--- config.mk ---
export PLATFORM = sky130hd
export DESIGN_NAME = vrd_top
export DESIGN_NICKNAME = d
export VERILOG_FILES = /design/src/rtl/vrd_fifo.v /design/src/rtl/vrd_top.v
export VERILOG_INCLUDE_DIRS = /design/src /design/src/rtl
export SDC_FILE = /design/constraint.sdc
export NUM_CORES = 1
export LEC_CHECK = 0
export BUFFER_PORTS_ARGS = -buffer_cell sky130_fd_sc_hd__buf_2
export CORE_MARGIN = 5
export CORE_UTILIZATION = 40
export CTS_CLUSTER_SIZE = 24
export DETAILED_ROUTE_END_ITERATION = 12
export PLACE_DENSITY = 0.58
export SYNTH_ARGS = -nofsm -noshare
export SYNTH_HDL_FRONTEND = slang
export SYNTH_SLANG_ARGS = --single-unit
--- constraint.sdc ---
create_clock -name mclk_in -period 2.8 [get_ports mclk_in]
set_input_delay 0.28 -clock mclk_in [delete_from_list [all_inputs] [get_ports mclk_in]]
set_output_delay 0.28 -clock mclk_in [all_outputs]
set_load 0.005 [all_outputs]
--- src/rtl/vrd_defs.vh ---
// Constants for the VXI reading data register port
//
// Overview of operation
// - Two transfer modes: real-time and post-measurement
// - Real-time read starts conversion, returns its result
// - Post-measurement read returns next stored reading
// - Readings passed in packed format, unchanged
// - Data register decoded in A24 window only
// - Device type reports 4096-byte A24 need
// - Offset register written by manager sets base
// - Config block at 1FC000 plus address times 64
// - Logical address defaults to 40
// - Data register at byte offset 12
// - Offset register holds base divided by 256
// - Offset register at byte offset 06
`ifndef VRD_DEFS_VH
`define VRD_DEFS_VH

// ============================================================
// Address modifiers (non-privileged and supervisory data)
`define VRD_AM_A16_USR 6'h29
`define VRD_AM_A16_SUP 6'h2D
`define VRD_AM_A24_USR 6'h39
`define VRD_AM_A24_SUP 6'h3D

// ============================================================
// Configuration block placement in A16
`define VRD_A16_CFG_BASE 24'h1FC000
`define VRD_A16_DEV_SHIFT 6
`define VRD_LA_RESET 8'h28

// ============================================================
// Configuration register byte offsets within the 64-byte block
`define VRD_CFG_ID_OFS 6'h00
`define VRD_CFG_TYPE_OFS 6'h02
`define VRD_CFG_STAT_OFS 6'h04
`define VRD_CFG_BASE_OFS 6'h06

// ============================================================
// Register contents and reset values
// ID value is arbitrary
`define VRD_ID_VALUE 16'h5A5A
// Memory code m, A24 size = 2^(23-m) bytes = 4096
`define VRD_TYPE_MEMREQ 4'hB
// Model code is arbitrary
`define VRD_TYPE_MODEL 12'h123
`define VRD_BASE_RESET 16'h0000
`define VRD_BASE_SHIFT 8

// ============================================================
// A24 window
`define VRD_A24_WIN_BYTES 4096
`define VRD_A24_WIN_BITS 12
`define VRD_A24_DATA_OFS 12'h00C

// ============================================================
// Reading path
`define VRD_DATA_W 16
`define VRD_FIFO_DEPTH 16
`define VRD_FIFO_AW 4

`endif

--- src/rtl/vrd_fifo.v ---
// Synchronous FIFO holding readings on their way to the bus
`timescale 1ns/10ps
module vrd_fifo #(
  parameter W = 16,
  parameter D = 16,
  parameter AW = 4
) (
  input wire clk_in,
  input wire arst_n_in,
  input wire flush_in,
  input wire in_valid_in,
  output wire in_ready_out,
  input wire [W-1:0] in_data_in,
  output wire out_valid_out,
  input wire out_ready_in,
  output wire [W-1:0] out_data_out
);
  reg [W-1:0] mem [0:D-1];
  reg [AW-1:0] wr_ptr_r;
  reg [AW-1:0] rd_ptr_r;
  reg [AW:0] count_r;
  wire push;
  wire pop;

  assign in_ready_out = (count_r != D[AW:0]);
  assign out_valid_out = (count_r != {(AW+1){1'b0}});
  assign out_data_out = mem[rd_ptr_r];
  assign push = in_valid_in & in_ready_out;
  assign pop = out_valid_out & out_ready_in;

  // ============================================================
  // Storage; no reset needed, the count guards stale words
  always @(posedge clk_in) begin
    if (push) begin
      mem[wr_ptr_r] <= in_data_in;
    end
  end

  // ============================================================
  // Pointers and fill count; flush drops everything held
  always @(posedge clk_in or negedge arst_n_in) begin
    if (!arst_n_in) begin
      wr_ptr_r <= {AW{1'b0}};
      rd_ptr_r <= {AW{1'b0}};
      count_r <= {(AW+1){1'b0}};
    end else if (flush_in) begin
      wr_ptr_r <= {AW{1'b0}};
      rd_ptr_r <= {AW{1'b0}};
      count_r <= {(AW+1){1'b0}};
    end else begin
      if (push) begin
        wr_ptr_r <= wr_ptr_r + {{(AW-1){1'b0}}, 1'b1};
      end
      if (pop) begin
        rd_ptr_r <= rd_ptr_r + {{(AW-1){1'b0}}, 1'b1};
      end
      if (push && !pop) begin
        count_r <= count_r + {{AW{1'b0}}, 1'b1};
      end else if (pop && !push) begin
        count_r <= count_r - {{AW{1'b0}}, 1'b1};
      end
    end
  end
endmodule // vrd_fifo

--- src/rtl/vrd_top.v ---
// VXI slave port: A16 configuration block and A24 reading data register
`timescale 1ns/10ps
`include "vrd_defs.vh"
module vrd_top (
  input wire mclk_in,
  input wire arst_n_in,
  // VME bus pins, asynchronous to mclk_in
  input wire vme_as_n_in,
  input wire vme_ds_n_in,
  input wire vme_write_n_in,
  input wire [5:0] vme_am_in,
  input wire [23:0] vme_addr_in,
  input wire [15:0] vme_data_in,
  output reg [15:0] vme_data_out,
  output reg vme_data_oe_out,
  output reg vme_dtack_n_out,
  output reg vme_dtack_oe_out,
  // Local configuration, same clock
  input wire xfer_mode_post_in,
  input wire la_load_in,
  input wire [7:0] module_logical_address_in,
  // Converter
  output reg conv_start_out,
  input wire conv_done_in,
  input wire [15:0] conv_data_in,
  // Sample memory
  output reg mem_rd_out,
  input wire mem_valid_in,
  input wire [15:0] mem_data_in,
  // Status
  output reg [15:0] a24_base_out,
  output reg [7:0] logical_address_out
);
  localparam SW = 49;
  localparam ST_IDLE = 2'h0;
  localparam ST_WAIT = 2'h1;
  localparam ST_ACK = 2'h2;
  localparam ST_REL = 2'h3;

  // ============================================================
  // Pin synchroniser: stage one feeds stage two only
  wire [SW-1:0] pins_raw;
  reg [SW-1:0] sync1_r;
  reg [SW-1:0] sync2_r;
  assign pins_raw = {vme_as_n_in, vme_ds_n_in, vme_write_n_in, vme_am_in,
    vme_addr_in, vme_data_in};
  always @(posedge mclk_in or negedge arst_n_in) begin
    if (!arst_n_in) begin
      sync1_r <= {SW{1'b1}};
      sync2_r <= {SW{1'b1}};
    end else begin
      sync1_r <= pins_raw;
      sync2_r <= sync1_r;
    end
  end

  wire as_act;
  wire ds_act;
  wire wr_act;
  wire [5:0] am_s;
  wire [23:0] addr_s;
  wire [15:0] wdata_s;
  assign as_act = ~sync2_r[48];
  assign ds_act = ~sync2_r[47];
  assign wr_act = ~sync2_r[46];
  assign am_s = sync2_r[45:40];
  assign addr_s = sync2_r[39:16];
  assign wdata_s = sync2_r[15:0];

  // ============================================================
  // Address decode
  reg [7:0] la_r;
  reg [15:0] base_r;
  reg mode_post_r;
  wire [23:0] cfg_base;
  wire [23:0] a24_base;
  wire am_a16;
  wire am_a24;
  wire hit_a16;
  wire hit_a24;
  wire hit_data;
  wire [5:0] cfg_ofs;

  // A16 carries only the low 16 address bits of the block base
  assign cfg_base = `VRD_A16_CFG_BASE +
    ({16'h0000, la_r} << `VRD_A16_DEV_SHIFT);
  assign a24_base = {base_r, 8'h00};
  assign am_a16 = (am_s == `VRD_AM_A16_USR) || (am_s == `VRD_AM_A16_SUP);
  assign am_a24 = (am_s == `VRD_AM_A24_USR) || (am_s == `VRD_AM_A24_SUP);
  assign hit_a16 = am_a16 &&
    (addr_s[15:`VRD_A16_DEV_SHIFT] ==
     cfg_base[15:`VRD_A16_DEV_SHIFT]);
  // Window compare on the upper bits: 4096-byte aligned block
  assign hit_a24 = am_a24 &&
    (addr_s[23:`VRD_A24_WIN_BITS] ==
     a24_base[23:`VRD_A24_WIN_BITS]);
  assign hit_data = hit_a24 &&
    (addr_s[`VRD_A24_WIN_BITS-1:0] == `VRD_A24_DATA_OFS);
  assign cfg_ofs = addr_s[5:0];

  // ============================================================
  // Configuration register read mux
  reg [15:0] cfg_rdata;
  always @* begin
    case (cfg_ofs)
      `VRD_CFG_ID_OFS: cfg_rdata = `VRD_ID_VALUE;
      `VRD_CFG_TYPE_OFS: cfg_rdata = {`VRD_TYPE_MEMREQ,
        `VRD_TYPE_MODEL};
      `VRD_CFG_STAT_OFS: cfg_rdata = {15'h0000, mode_post_r};
      `VRD_CFG_BASE_OFS: cfg_rdata = base_r;
      default: cfg_rdata = 16'h0000;
    endcase
  end

  // ============================================================
  // Reading FIFO between converter or memory and the bus
  wire fifo_in_ready;
  wire fifo_out_valid;
  wire [15:0] fifo_out_data;
  reg fifo_in_valid;
  reg [15:0] fifo_in_data;
  reg fifo_pop;
  reg fifo_flush;
  reg mem_pend_r;

  // Source follows the mode; data goes in untouched
  always @* begin
    if (mode_post_r) begin
      fifo_in_valid = mem_valid_in;
      fifo_in_data = mem_data_in;
    end else begin
      fifo_in_valid = conv_done_in;
      fifo_in_data = conv_data_in;
    end
  end

  vrd_fifo #(
    .W(`VRD_DATA_W),
    .D(`VRD_FIFO_DEPTH),
    .AW(`VRD_FIFO_AW)
  ) u_fifo (
    .clk_in(mclk_in),
    .arst_n_in(arst_n_in),
    .flush_in(fifo_flush),
    .in_valid_in(fifo_in_valid),
    .in_ready_out(fifo_in_ready),
    .in_data_in(fifo_in_data),
    .out_valid_out(fifo_out_valid),
    .out_ready_in(fifo_pop),
    .out_data_out(fifo_out_data)
  );

  // ============================================================
  // Mode register; a mode change flushes readings of the old mode
  always @(posedge mclk_in or negedge arst_n_in) begin
    if (!arst_n_in) begin
      mode_post_r <= 1'b0;
      fifo_flush <= 1'b0;
    end else begin
      mode_post_r <= xfer_mode_post_in;
      fifo_flush <= (mode_post_r != xfer_mode_post_in);
    end
  end

  // ============================================================
  // Logical address: shipped value until reloaded
  always @(posedge mclk_in or negedge arst_n_in) begin
    if (!arst_n_in) begin
      la_r <= `VRD_LA_RESET;
    end else if (la_load_in) begin
      la_r <= module_logical_address_in;
    end
  end

  // ============================================================
  // Memory prefetch in post mode; stalls when the FIFO is full
  always @(posedge mclk_in or negedge arst_n_in) begin
    if (!arst_n_in) begin
      mem_rd_out <= 1'b0;
      mem_pend_r <= 1'b0;
    end else begin
      mem_rd_out <= 1'b0;
      if (!mode_post_r || fifo_flush) begin
        mem_pend_r <= 1'b0;
      end else if (mem_pend_r) begin
        if (mem_valid_in) begin
          mem_pend_r <= 1'b0;
        end
      end else if (fifo_in_ready && !mem_rd_out) begin
        mem_rd_out <= 1'b1;
        mem_pend_r <= 1'b1;
      end
    end
  end

  // ============================================================
  // Bus cycle sequencer
  reg [1:0] state_r;
  reg [1:0] state_nxt;

  always @* begin
    fifo_pop = 1'b0;
    state_nxt = state_r;
    case (state_r)
      ST_IDLE: begin
        if (as_act && ds_act) begin
          if (hit_a16 || (hit_a24 && !hit_data) ||
              (hit_data && wr_act)) begin
            state_nxt = ST_ACK;
          end else if (hit_data) begin
            state_nxt = ST_WAIT;
          end else begin
            state_nxt = ST_REL;
          end
        end
      end
      ST_WAIT: begin
        if (!as_act) begin
          state_nxt = ST_IDLE;
        end else if (fifo_out_valid) begin
          fifo_pop = 1'b1;
          state_nxt = ST_ACK;
        end
      end
      ST_ACK: begin
        if (!ds_act) begin
          state_nxt = ST_IDLE;
        end
      end
      ST_REL: begin
        if (!ds_act) begin
          state_nxt = ST_IDLE;
        end
      end
      default: state_nxt = ST_IDLE;
    endcase
  end

  // ============================================================
  // Bus side registers and outputs
  always @(posedge mclk_in or negedge arst_n_in) begin
    if (!arst_n_in) begin
      state_r <= ST_IDLE;
      base_r <= `VRD_BASE_RESET;
      vme_data_out <= 16'h0000;
      vme_data_oe_out <= 1'b0;
      vme_dtack_n_out <= 1'b1;
      vme_dtack_oe_out <= 1'b0;
      conv_start_out <= 1'b0;
    end else begin
      state_r <= state_nxt;
      conv_start_out <= 1'b0;
      if (state_r == ST_IDLE && state_nxt == ST_ACK) begin
        vme_dtack_n_out <= 1'b0;
        vme_dtack_oe_out <= 1'b1;
        if (hit_a16 && wr_act && cfg_ofs == `VRD_CFG_BASE_OFS) begin
          base_r <= wdata_s;
        end
        if (!wr_act) begin
          vme_data_out <= hit_a16 ? cfg_rdata : 16'h0000;
          vme_data_oe_out <= 1'b1;
        end
      end
      // Real-time read: one conversion per data register read
      if (state_r == ST_IDLE && state_nxt == ST_WAIT &&
          !mode_post_r) begin
        conv_start_out <= 1'b1;
      end
      if (fifo_pop) begin
        vme_data_out <= fifo_out_data;
        vme_data_oe_out <= 1'b1;
        vme_dtack_n_out <= 1'b0;
        vme_dtack_oe_out <= 1'b1;
      end
      // Release drivers once the master lifts its strobe
      if (state_nxt == ST_IDLE) begin
        vme_data_oe_out <= 1'b0;
        vme_dtack_n_out <= 1'b1;
        vme_dtack_oe_out <= 1'b0;
      end
    end
  end

  // ============================================================
  // Status copies
  always @(posedge mclk_in or negedge arst_n_in) begin
    if (!arst_n_in) begin
      a24_base_out <= `VRD_BASE_RESET;
      logical_address_out <= `VRD_LA_RESET;
    end else begin
      a24_base_out <= base_r;
      logical_address_out <= la_r;
    end
  end
endmodule // vrd_top

* Word-level counts from Yosys, hierarchy flattened
Memories as Yosys holds them, arrays and structs flattened.
Cells that the tools add are included.
** Cells by class
- Add/sub/neg operators :: 5
- Multiplexer cells :: 43
- Reductions and logical operators :: 39
- Bitwise gates (word level) :: 5
- Equality and inequality tests :: 17
** Operators with widths (number)
- $mux W16 :: 5
- $pmux W16 S4 :: 1
- $eq A6 B6 Y1 const B :: 4
- $mux W1 :: 23
- $add A16 B14 Y16 const A :: 1
- $mux W4 :: 4
- $mux W5 :: 3
- $logic_and A1 B1 Y1 :: 14
- $eq A12 B12 Y1 :: 1
- $eq A12 B4 Y1 const B :: 1
- $eq A6 B3 Y1 const B :: 2
- $mux W2 :: 6
- $eq A10 B10 Y1 :: 1
- $reduce_bool A3 Y1 :: 3
- $add A4 B1 Y4 const B :: 2
- $reduce_bool A2 Y1 :: 4
- $eq A2 B2 Y1 const B :: 3
- $eq A6 B2 Y1 const B :: 1
- $logic_not A6 Y1 :: 1
- $pmux W2 S3 :: 1
- $reduce_and A2 Y1 :: 3
- $add A5 B1 Y5 const B :: 1
- $logic_not A1 Y1 :: 5
- $logic_or A1 B1 Y1 :: 5
- other kinds (9) :: 14
** Storage, ports and cells
- Word-level logic and storage cells :: 129
- Output and inout port bits :: 45
- Flip-flop bits (word level) :: 185
- Memory bits (writable) :: 256
- Bits of input ports :: 95
- Memories kept :: 1
** Memories
- u_fifo.mem :: depth 16, width 16, read ports 1, clocked after memory_dff 0, write ports 1, line vrd_fifo.v:18 : reg [W-1:0] mem [0:D-1];

* Logic depth before layout (Yosys ltp)
Gate-level depths: netlist of the first run.
- Depth in word-level cells :: 16
- Depth in mapped cells :: 10
- Depth with buffers taken out :: 10

* Hierarchy
From an unflattened synthesis of the first run, not the netlist that was laid out.
** Unflattened totals
- Cell total of the unflattened synthesis :: 847
- Area total of the unflattened synthesis :: 16637.2 µm²
** Modules (own cells, without submodules)
- vrd_fifo :: times used 1, area an instance 10699.0 µm², seq. area each 8012.7 µm², cells each 469
- vrd_top :: times used 1, area an instance 5938.2 µm², seq. area each 4380.5 µm², cells each 378

* Worst setup path after synthesis of the first run
No wires, ideal clock.
- Path type :: reg2reg
- From :: register u_fifo.count_r[2]
- To :: register u_fifo.count_r[4]
- Path buffers :: 0
- Required time :: 2.668 ns
- Setup slack :: 0.115 ns
- Cell stages (with the launch flop) :: 11
- Clock period less this slack :: 2.685 ns
- Arrival time :: 2.553 ns
- Library setup time :: 0.132 ns
- Cell sequence :: dfrtp_1 -> or4_1 -> o211ai_2 -> and2_1 -> inv_1 -> fa_1 -> a21o_1 -> a21oi_1 -> mux2i_1 -> xor2_1 -> nor2_1
** On the way
- Longest elaborated chain between the ends :: 9
- Elaborated cells on any way between the ends :: 17
- Classes of those cells :: add/sub (2); eq/ne (1); mux (6); bitwise (2); reduce/logical (6)
** RTL lines
- start: declaration :: line vrd_fifo.v:21 : reg [AW:0] count_r;
- start signal: assignment :: line vrd_fifo.v:45 : count_r <= {(AW+1){1'b0}};
- start signal: assignment :: line vrd_fifo.v:49 : count_r <= {(AW+1){1'b0}};
- start signal: assignment :: line vrd_fifo.v:58 : count_r <= count_r + {{AW{1'b0}}, 1'b1};
- $reduce_bool A5 Y1 :: line vrd_fifo.v:26 : assign out_valid_out = (count_r != {(AW+1){1'b0}});
- $mux W1 :: line vrd_top.v:220 : end else if (fifo_out_valid) begin
- $mux W1 :: line vrd_top.v:218 : if (!as_act) begin
- $mux W1 :: line vrd_top.v:204 : case (state_r)
- $and A1 B1 Y1 :: line vrd_fifo.v:29 : assign pop = out_valid_out & out_ready_in;
- $logic_not A1 Y1 :: line vrd_fifo.v:57 : if (push && !pop) begin
- $logic_and A1 B1 Y1 :: line vrd_fifo.v:57
- $mux W5 :: line vrd_fifo.v:57
- $mux W5 :: line vrd_fifo.v:46 : end else if (flush_in) begin
Parallel ways exist; a longest one is shown, timed or not. The select of a mux whose other input is x is not followed.
A chain may end at the register's enable or synchronous reset.

* Worst setup path in the final report of the first run
- From :: register u_fifo.count_r[0]
- To :: register u_fifo.count_r[4]
Same word-level chain as after synthesis.

==> summary.txt, run 1 <==
Status = finished, final reports clean
Post-Syn Area = 16,400 um^2
Post-Synth Simple-Gate Area = 4.16%
Crit path cell chain = or4_4 > o211ai_4 > and2_4 > inv_2 > fa_2 > a21o_1 > a21oi_2 > mux2i_1 > xor2_1 > nor2_1
Clock Sinks = 439
Final WS setup = 0.146 ns
IO buf count = 138
Synth Area in XOR/XNOR = 1.60%
Largest area contributor in the netlist = edfxtp_1
Total gr overflow = 0
Worst hold path class = in -> reg
Drc violations = 0
Slew Limit Fails = 0
Initial Util = 40.3%
Worst VDD drop = 0.393 mV
NumNets Final = 1,201
Tcrit/Tclk final = 94.8%
R2R cell count = 10
Clk pin slew, worst setup/hold paths = 0.06 ns
DP Wirelength = 23,100 um
Crit-path max cell delay = 0.56 ns
Max Clock Freq = 377 MHz
Complex-gate fraction of the synthesized area = 3.01%
Die area = 45,200 um^2
Seq/Total Area, Yosys = 75.6%
Arr. time, crit path = 3.07 ns
Detailed router's first-iteration violation count = 582
Synth unique cells = 60
Synth warnings = 0
Final core occ = 49.6%
Number of synthesized flops with an enable pin = 256
First-pass GRT wire length = 54,500 um
Buf/Inv on CP = 1
Num ports = 140
Synth Register Bits = 439
Multiplexer share of the synthesized area = 13.7%
Syn Area/Cell = 19.5 um^2
Rel. slew slack = 43.1%
Setup crit start kind = register
Stages on the worst setup path = 10
Most frequent cells in the layout = 256 x edfxtp_1, 137 x buf_2, 101 x dfstp_2
TritonCTS Buffers = 46
PwrDens = 756 nW/um^2
Main combinational cell family by area after synthesis = multiplexers
Setup TNS = 0 ns
Final hold slack = 0.121 ns
WL final = 36,600 um
Syn nets = 945
Max Cap Violations = 0
Remaining antenna violation count after routing = 0
Worst hold stages = 2
CTS tree = done
Prevailing post-synth register cell = edfxtp_1
First-pass iteration count of the detailed router = 4
Commonest non-fill, non-tap cell in the layout = edfxtp_1
Synth top area share = 46.9%
Initial antenna violation count = 0
Gr usage total = 16.2%
Vias = 8,398
Vias in the first global route = 8,846
CTS Buffer Depth = 3
CP max stage cell = or4_4
Num rows = 74
H-tree depth = 2
Asr flop ratio synth = 41.7%
Clk_lat worst skew = 0.57 ns
Internal reg-to-reg setup slack = 0.15 ns
Fraction of layout cells with a size suffix above 1 = 42.6%
Core Region = 40,700 um^2
Placer Congestion = 0.777
Cell family with most CP delay = simple AND/OR/NAND/NOR gates
Fraction of the mapped netlist area in adder cells = 0.732%
Drt wl/cell = 22.0 um
Pin count of the biggest net entering global routing = 63
Root buffer cell = clkbuf_16
Area grow syn2layout = 23.1%
Kind of critical path = reg -> reg
Final Hold Fails = 0
Ant. Diodes = 0
Post-Syn Instances = 841
Pleak = 0.00751 uW
Die span in y = 213 um
Die X = 213 um
Max Clock Skew = 0.0259 ns
Dpl ws = 0.0260 ns
Crit. End Element = register
Critical Path RT = 3.22 ns
Final Setup Violations = 0
Via density = 5.06
Slew @ Worst Pin = 0.850 ns
Largest cells by area after synthesis = edfxtp_1 47%, dfstp_2 16%, dfrtp_1 13%
Max Fanout on Critical Path = 4
Final Critical Period = 2.65 ns
-- sequential cells by signal (all words and copies together), names as in the netlist --
register	cells
a24_base_out	16
base_r	16
conv_start_out	1
fifo_flush	1
la_r	8
logical_address_out	8
mem_pend_r	1
mem_rd_out	1
mode_post_r	1
state_r	2
sync1_r	48
sync2_r	48
u_fifo.count_r	5
u_fifo.mem	256
u_fifo.rd_ptr_r	4
u_fifo.wr_ptr_r	4
vme_data_oe_out	1
vme_data_out	16
vme_dtack_n_out	1
vme_dtack_oe_out	1
-- cell type report --
cell class	count	area (um^2)
Fill cell	3376	20500
Sequential cell	439	12400
Multi-Input combinational cell	358	3850
Timing Repair Buffer	244	1750
Clock buffer	63	1350
Tap cell	532	666
Clock inverter	16	141
Inverter	8	30.0
-- cell families after synthesis --
| logic type | Yosys count |
|---|---|
| DFF | 439 |
| adders and majority gates | 9 |
| muxes | 125 |
| buffers and inverters | 44 |
| and+or+nand+nor | 117 |
| xor gates and xnor gates | 30 |
| AOI/OAI and AO/OA | 77 |
-- stage by stage --
stage | instances | power (uW) | area, um^2
after floorplan | 841 | 8560 | 16400
after global placement | 1521 | 9310 | 18100
after detailed placement | 1521 | 9350 | 18100
after CTS | 1659 | 15400 | 20200
after global routing | 1660 | 15900 | 20200
final | 1660 | 15300 | 20200
-- routing by layer --
| layer | part of all wire, % | global-route usage [%] | up-vias |
|---|---|---|---|
| li1 | - | - | 3789 |
| met1 | 43 | 22.2 | 4359 |
| met2 | 49 | 26.6 | 192 |
| met3 | 4.9 | 3.39 | 58 |
| met4 | 2.4 | 4.52 | 0 |
| met5 | 0 | 0 | - |
-- power breakdown --
part / switching [uW] / total [uW] / internal (uW)
sequential: 237 / 7600 / 7360
combinational: 876 / 1700 / 826
clock: 2420 / 5970 / 3550
total: 3530 / 15300 / 11700
-- synthesized netlist by cell type, types with 5 or more instances --
master	count
edfxtp_1	256
dfstp_2	101
dfrtp_1	82
mux4_2	73
nor2_1	26
mux2_2	25
and2_1	24
clkbuf_1	19
xnor2_1	16
a21oi_1	15
a31oi_1	14
xor2_1	14
nand2_1	13
mux2i_1	12
o21ai_1	12
buf_2	11
mux2_4	10
nand4_1	10
nor3_1	10
o21ai_0	9
ha_1	8
inv_1	8
mux2_1	5
or4_1	5
-- what timing repair did --
item	CTS	global route
setup endpoints to repair	0	1
hold buffers	59	0
endpoints found under the hold margin	80	0
resized for setup	0	6
buffers inserted	0	1
-- final timing paths --
| check | start | end |
|---|---|---|
| setup / recovery | u_fifo.count_r[0] | u_fifo.count_r[4] |
| hold reg to reg | sync1_r[32] | sync2_r[32] |
| hold / removal | la_load_in | la_r[2] |
| max in group asynchronous | arst_n_in | sync2_r[39] |
| setup reg to reg | u_fifo.count_r[0] | u_fifo.count_r[4] |
| min in group asynchronous | arst_n_in | la_r[6] |
Power figures use the tool's default switching activity.
==> run 2, diff against run 1 <==
--- a/config.mk
+++ b/config.mk
@@ -12,5 +12,7 @@
 export CTS_CLUSTER_SIZE = 24
 export DETAILED_ROUTE_END_ITERATION = 12
+export GPL_TIMING_DRIVEN = 0
 export PLACE_DENSITY = 0.58
+export REMOVE_ABC_BUFFERS = 1
 export SYNTH_ARGS = -nofsm -noshare
 export SYNTH_HDL_FRONTEND = slang
==> constraint.sdc (replaced) <==
create_clock -name mclk_in -period 2.8 [get_ports mclk_in]
set_input_delay 0.14 -clock mclk_in [delete_from_list [all_inputs] [get_ports mclk_in]]
set_output_delay 0.14 -clock mclk_in [all_outputs]
set_load 0.005 [all_outputs]
==> summary.txt, run 2 (same netlist as run 1, synthesis figures left out) <==
Core Region = 40,700 um^2
Pleak = 0.00742 uW
FF-to-FF Start = u_fifo.count_r[2]
Max Cap Violations = 0
Internal power = 11,500 uW
Combinational Power Share = 11.7%
Status = finished, final reports clean
Flop pwr share = 50.6%
Reg2Reg Capture Point = u_fifo.count_r[4]
Cell total after placement = 1,490
Tcrit/Tclk final = 95.3%
Die area = 45,200 um^2
Setup crit start kind = register
Non-Filler Instances = 1,653
Max Clock Skew = 0.0234 ns
Rel. slew slack = 15.3%
PwrDens = 745 nW/um^2
Root buffer cell = clkbuf_16
DP Wirelength = 22,800 um
R2R cell count = 10
Slew @ Worst Pin = 1.27 ns
Ant. Diodes = 0
Clk pin slew, worst setup/hold paths = 0.06 ns
Final Hold Fails = 0
TritonCTS Buffers = 46
Max Fanout on Critical Path = 4
Internal reg-to-reg setup slack = 0.13 ns
First-pass iteration count of the detailed router = 5
DP Area = 17,900 um^2
Net Sw Frac = 23.6%
Total design power = 15,100 uW
Max Clock Freq = 375 MHz
Biggest register = u_fifo.mem
Detailed router's first-iteration violation count = 523
Remaining antenna violation count after routing = 0
# fillers = 3,350
Kind of critical path = reg -> reg
Final Critical Period = 2.67 ns
Drc violations = 0
IO buf count = 138
Num ports = 140
Area grow syn2layout = 23.2%
Die span in y = 213 um
Final core occ = 49.6%
Crit. End Element = register
NumNets Final = 1,192
Arr. time, crit path = 3.11 ns
P_sw = 3550 uW
Die X = 213 um
Biggest regs = u_fifo.mem x256, sync1_r x48, sync2_r x48
Initial Util = 40.3%
Final Cell Area = 20,200 um^2
Num rows = 74
Total gr overflow = 0
Vias in the first global route = 8,865
Initial antenna violation count = 0
Slew Limit Fails = 0
Worst VDD drop = 0.560 mV
Commonest non-fill, non-tap cell in the layout = edfxtp_1
Clk network pwr share = 37.7%
Placer Congestion = 0.790
Drt wl/cell = 22.6 um
Pin count of the biggest net entering global routing = 118
Worst hold path class = in -> async
Fraction of layout cells with a size suffix above 1 = 42.6%
Via density = 5.13
Gr usage total = 16.7%
Setup TNS = 0 ns
Vias = 8,473
First-pass GRT wire length = 55,900 um
Clock Sinks = 439
WL final = 37,400 um
H-tree depth = 2
Most frequent cells in the layout = 256 x edfxtp_1, 137 x buf_2, 101 x dfstp_2
Final Setup Violations = 0
CTS Buffer Depth = 3
Max reg flops = 256
CTS tree = done
Clk_lat worst skew = 0.58 ns
Critical Path RT = 3.24 ns
==> run 2: what timing repair did <==
action	4_1_cts	5_1_grt
buffers inserted	7	7
pin swaps	3	5
cloned	1	0
gates resized for setup	17	10
setup endpoints to repair	290	69
hold endpoints to repair	125	0
hold buffers	67	0
==> run 2: cell type report <==
class | instances | area (um^2) | share of cell area (%)
repair buffers | 234 | 1780 | 8.79
inverters | 8 | 30.0 | 0.149
flip-flops and latches | 439 | 12400 | 61.4
multi-input cells | 359 | 3930 | 19.4
clock buffers | 68 | 1340 | 6.61
well taps | 532 | 666 | 3.29
clock inverters | 13 | 66.3 | 0.328
==> run 2: worst max path at each step <==
| stage | start | endpoint | slack (ns) | depth (start not counted) |
|---|---|---|---|---|
| after floorplan | u_fifo.rd_ptr_r[0] | vme_data_out[0] | -1.52 | 5 |
| after global placement | u_fifo.rd_ptr_r[0] | vme_data_out[0] | -2.90 | 5 |
| after detailed placement | mode_post_r | u_fifo.mem[0][13] | -1.28 | 4 |
| after CTS | base_r[10] | vme_data_out[7] | 0.003 | 6 |
| after global routing | mode_post_r | u_fifo.count_r[4] | -0.005 | 10 |
| final | u_fifo.count_r[2] | u_fifo.count_r[4] | 0.13 | 10 |
==> run 2: critical path, stage by stage, from the launching register on <==
cell and delay [ns]:
dfrtp_1 0.39, or4_4 0.58, o211ai_4 0.19, and2_4 0.18
inv_2 0.06, fa_2 0.39, a21o_1 0.17, a21oi_2 0.15
mux2i_1 0.22, xor2_1 0.16, nor2_1 0.05
==> run 2: power by group through the flow <==
stage	Combinational, uW	Sequential (uW)	Clock [uW]
2_1_floorplan	846	7710	0
4_1_cts	1740	7630	5820
3_5_place_dp	1490	7770	0
6_report	1760	7630	5680
5_1_grt	1950	7670	6080
3_3_place_gp	1440	7790	0
==> run 2: per-stage QoR <==
stage	worst slack, ns	hold WS (ns)
final	0.132	0.114
after global routing	-0.00472	0.140
after CTS	0.00346	0.104
after detailed placement	-1.28	0.125
after global placement	-2.90	0.246
after floorplan	-1.52	-0.156
==> run 2: layer usage <==
metal,vias up,track usage (%),part of all wire [%]
li1,3781,-,-
met1,4399,24.1,44
met2,227,25.9,48
met3,66,3.50,5.8
met4,0,5.23,2.6
met5,-,0,0
==> run 3, diff against run 2 <==
CORE_ASPECT_RATIO = 1.25   (was unset)
GPL_TIMING_DRIVEN = unset   (was 0)
==> summary.txt, run 3 (same netlist as run 1, synthesis figures left out) <==
Final Critical Period = 2.70 ns
First-pass GRT wire length = 55,000 um
Crit path cell chain = or4_4 > o211ai_2 > and2_4 > inv_1 > fa_2 > a21o_1 > a21oi_2 > mux2i_1 > xor2_1 > nor2_1
Core Region = 40,800 um^2
R2R cell count = 10
Detailed router's first-iteration violation count = 417
Worst VDD drop = 0.431 mV
# fillers = 3,410
Ant. Diodes = 0
TritonCTS Buffers = 44
Vias in the first global route = 9,118
CP max stage cell = or4_4
NumNets Final = 1,204
PwrDens = 748 nW/um^2
P_sw = 3430 uW
Area grow syn2layout = 22.9%
CTS tree = done
Kind of critical path = reg -> reg
Net Sw Frac = 22.7%
Max Fanout on Critical Path = 4
IO buf count = 138
Clock Sinks = 439
Buf/Inv on CP = 1
FF-to-FF Start = u_fifo.count_r[2]
Dpl ws = 0.0150 ns
Critical Path RT = 3.22 ns
Internal reg-to-reg setup slack = 0.1 ns
Drt wl/cell = 21.5 um
Total gr overflow = 0
Root buffer cell = clkbuf_16
Die area = 45,200 um^2
Num ports = 140
Setup crit start kind = register
Initial antenna violation count = 0
Combinational Power Share = 11.2%
Flop pwr share = 50.4%
Max Clock Freq = 370 MHz
Multi-input logic area = 3840 um^2
Setup TNS = 0 ns
Die span in y = 236 um
Clk network pwr share = 38.4%
Slew Limit Fails = 0
Cell family with most CP delay = simple AND/OR/NAND/NOR gates
Biggest regs = u_fifo.mem x256, sync1_r x48, sync2_r x48
WL final = 36,200 um
Final WS setup = 0.100 ns
Biggest register = u_fifo.mem
Pleak = 0.00748 uW
Crit. End Element = register
Gr usage total = 16.1%
Slew @ Worst Pin = 0.656 ns
Status = finished, final reports clean
Worst hold path class = in -> reg
Min-Delay Startpoint = la_load_in
Setup crit start = u_fifo.count_r[2]
Rel. slew slack = 56.3%
Placer Congestion = 0.758
Max reg flops = 256
Worst hold stages = 2
DP Wirelength = 23,400 um
Most frequent cells in the layout = 256 x edfxtp_1, 137 x buf_2, 101 x dfstp_2
Fraction of layout cells with a size suffix above 1 = 41.6%
First-pass iteration count of the detailed router = 4
Tcrit/Tclk final = 96.4%
CTS Buffer Depth = 3
Drc violations = 0
WHS Endpoint = la_r[6]
Via density = 4.97
H-tree depth = 2
Remaining antenna violation count after routing = 0
Commonest non-fill, non-tap cell in the layout = edfxtp_1
Arr. time, crit path = 3.12 ns
Die X = 191 um
Pin count of the biggest net entering global routing = 84
Vias = 8,374
Clk_lat worst skew = 0.55 ns
Clk pin slew, worst setup/hold paths = 0.07 ns
Initial Util = 40.2%
Max Clock Skew = 0.0260 ns
Internal power = 11,600 uW
Final Hold Fails = 0
Crit-path max cell delay = 0.54 ns
Final Setup Violations = 0
Num rows = 83
Max Cap Violations = 0
Register area = 12,400 um^2
Reg2Reg Capture Point = u_fifo.count_r[4]
## run 3: area by class of cell
class / count / share of cell area (%)
tap: 552 / 3.42
multi-input combinational: 358 / 19.1
inverter: 8 / 0.149
clock buffer: 65 / 6.37
timing repair buffer: 249 / 8.74
clock inverter: 15 / 0.769
sequential: 439 / 61.5
## run 3: stage by stage
step	total power, uW	hold slack [ns]	area [um^2]	std cells	utilization (%)
final	15100	0.0225	20200	1686	49.4
after floorplan	8550	-0.156	16200	805	-
after detailed placement	9340	0.224	18100	1542	44.3
after global routing	15700	0.0252	20200	1686	49.4
after CTS	15300	0.000771	20100	1684	49.3
after global placement	9310	0.213	18100	1542	44.3
## run 3: timing repair
item | CTS | global route
setup endpoints to repair | 0 | 1
endpoints found under the hold margin | 93 | 0
hold buffers | 62 | 0
gates resized for setup | 0 | 4
buffers inserted | 0 | 2
## run 3: power by group through the flow
stage | clock network (uW) | registers [uW] | logic, uW
2_1_floorplan | 0 | 7710 | 846
6_report | 5780 | 7600 | 1690
4_1_cts | 5960 | 7610 | 1690
3_5_place_dp | 0 | 7730 | 1610
3_3_place_gp | 0 | 7720 | 1590
5_1_grt | 6220 | 7640 | 1860
## run 3: metal layers
metal  vias to the layer above  share of wire [%]  track usage, %
met3                        56                5.7            2.84
met2                       215                 50            27.2
li1                       3788                  -               -
met4                         0                2.5            4.79
met5                         -                  0               0
met1                      4315                 41            21.5
## run 3: how the worst max path moves through the flow
| stage | slack [ns] | cells after the start | to |
|---|---|---|---|
| CTS | 0.004 | 10 | u_fifo.count_r[4] |
| finish | 0.1 | 10 | u_fifo.count_r[4] |
| detailed placement | 0.02 | 10 | u_fifo.count_r[4] |
| floorplan | -1.52 | 5 | vme_data_out[0] |
| global route | -0.03 | 10 | u_fifo.count_r[4] |
| global placement | 0.04 | 10 | u_fifo.count_r[4] |
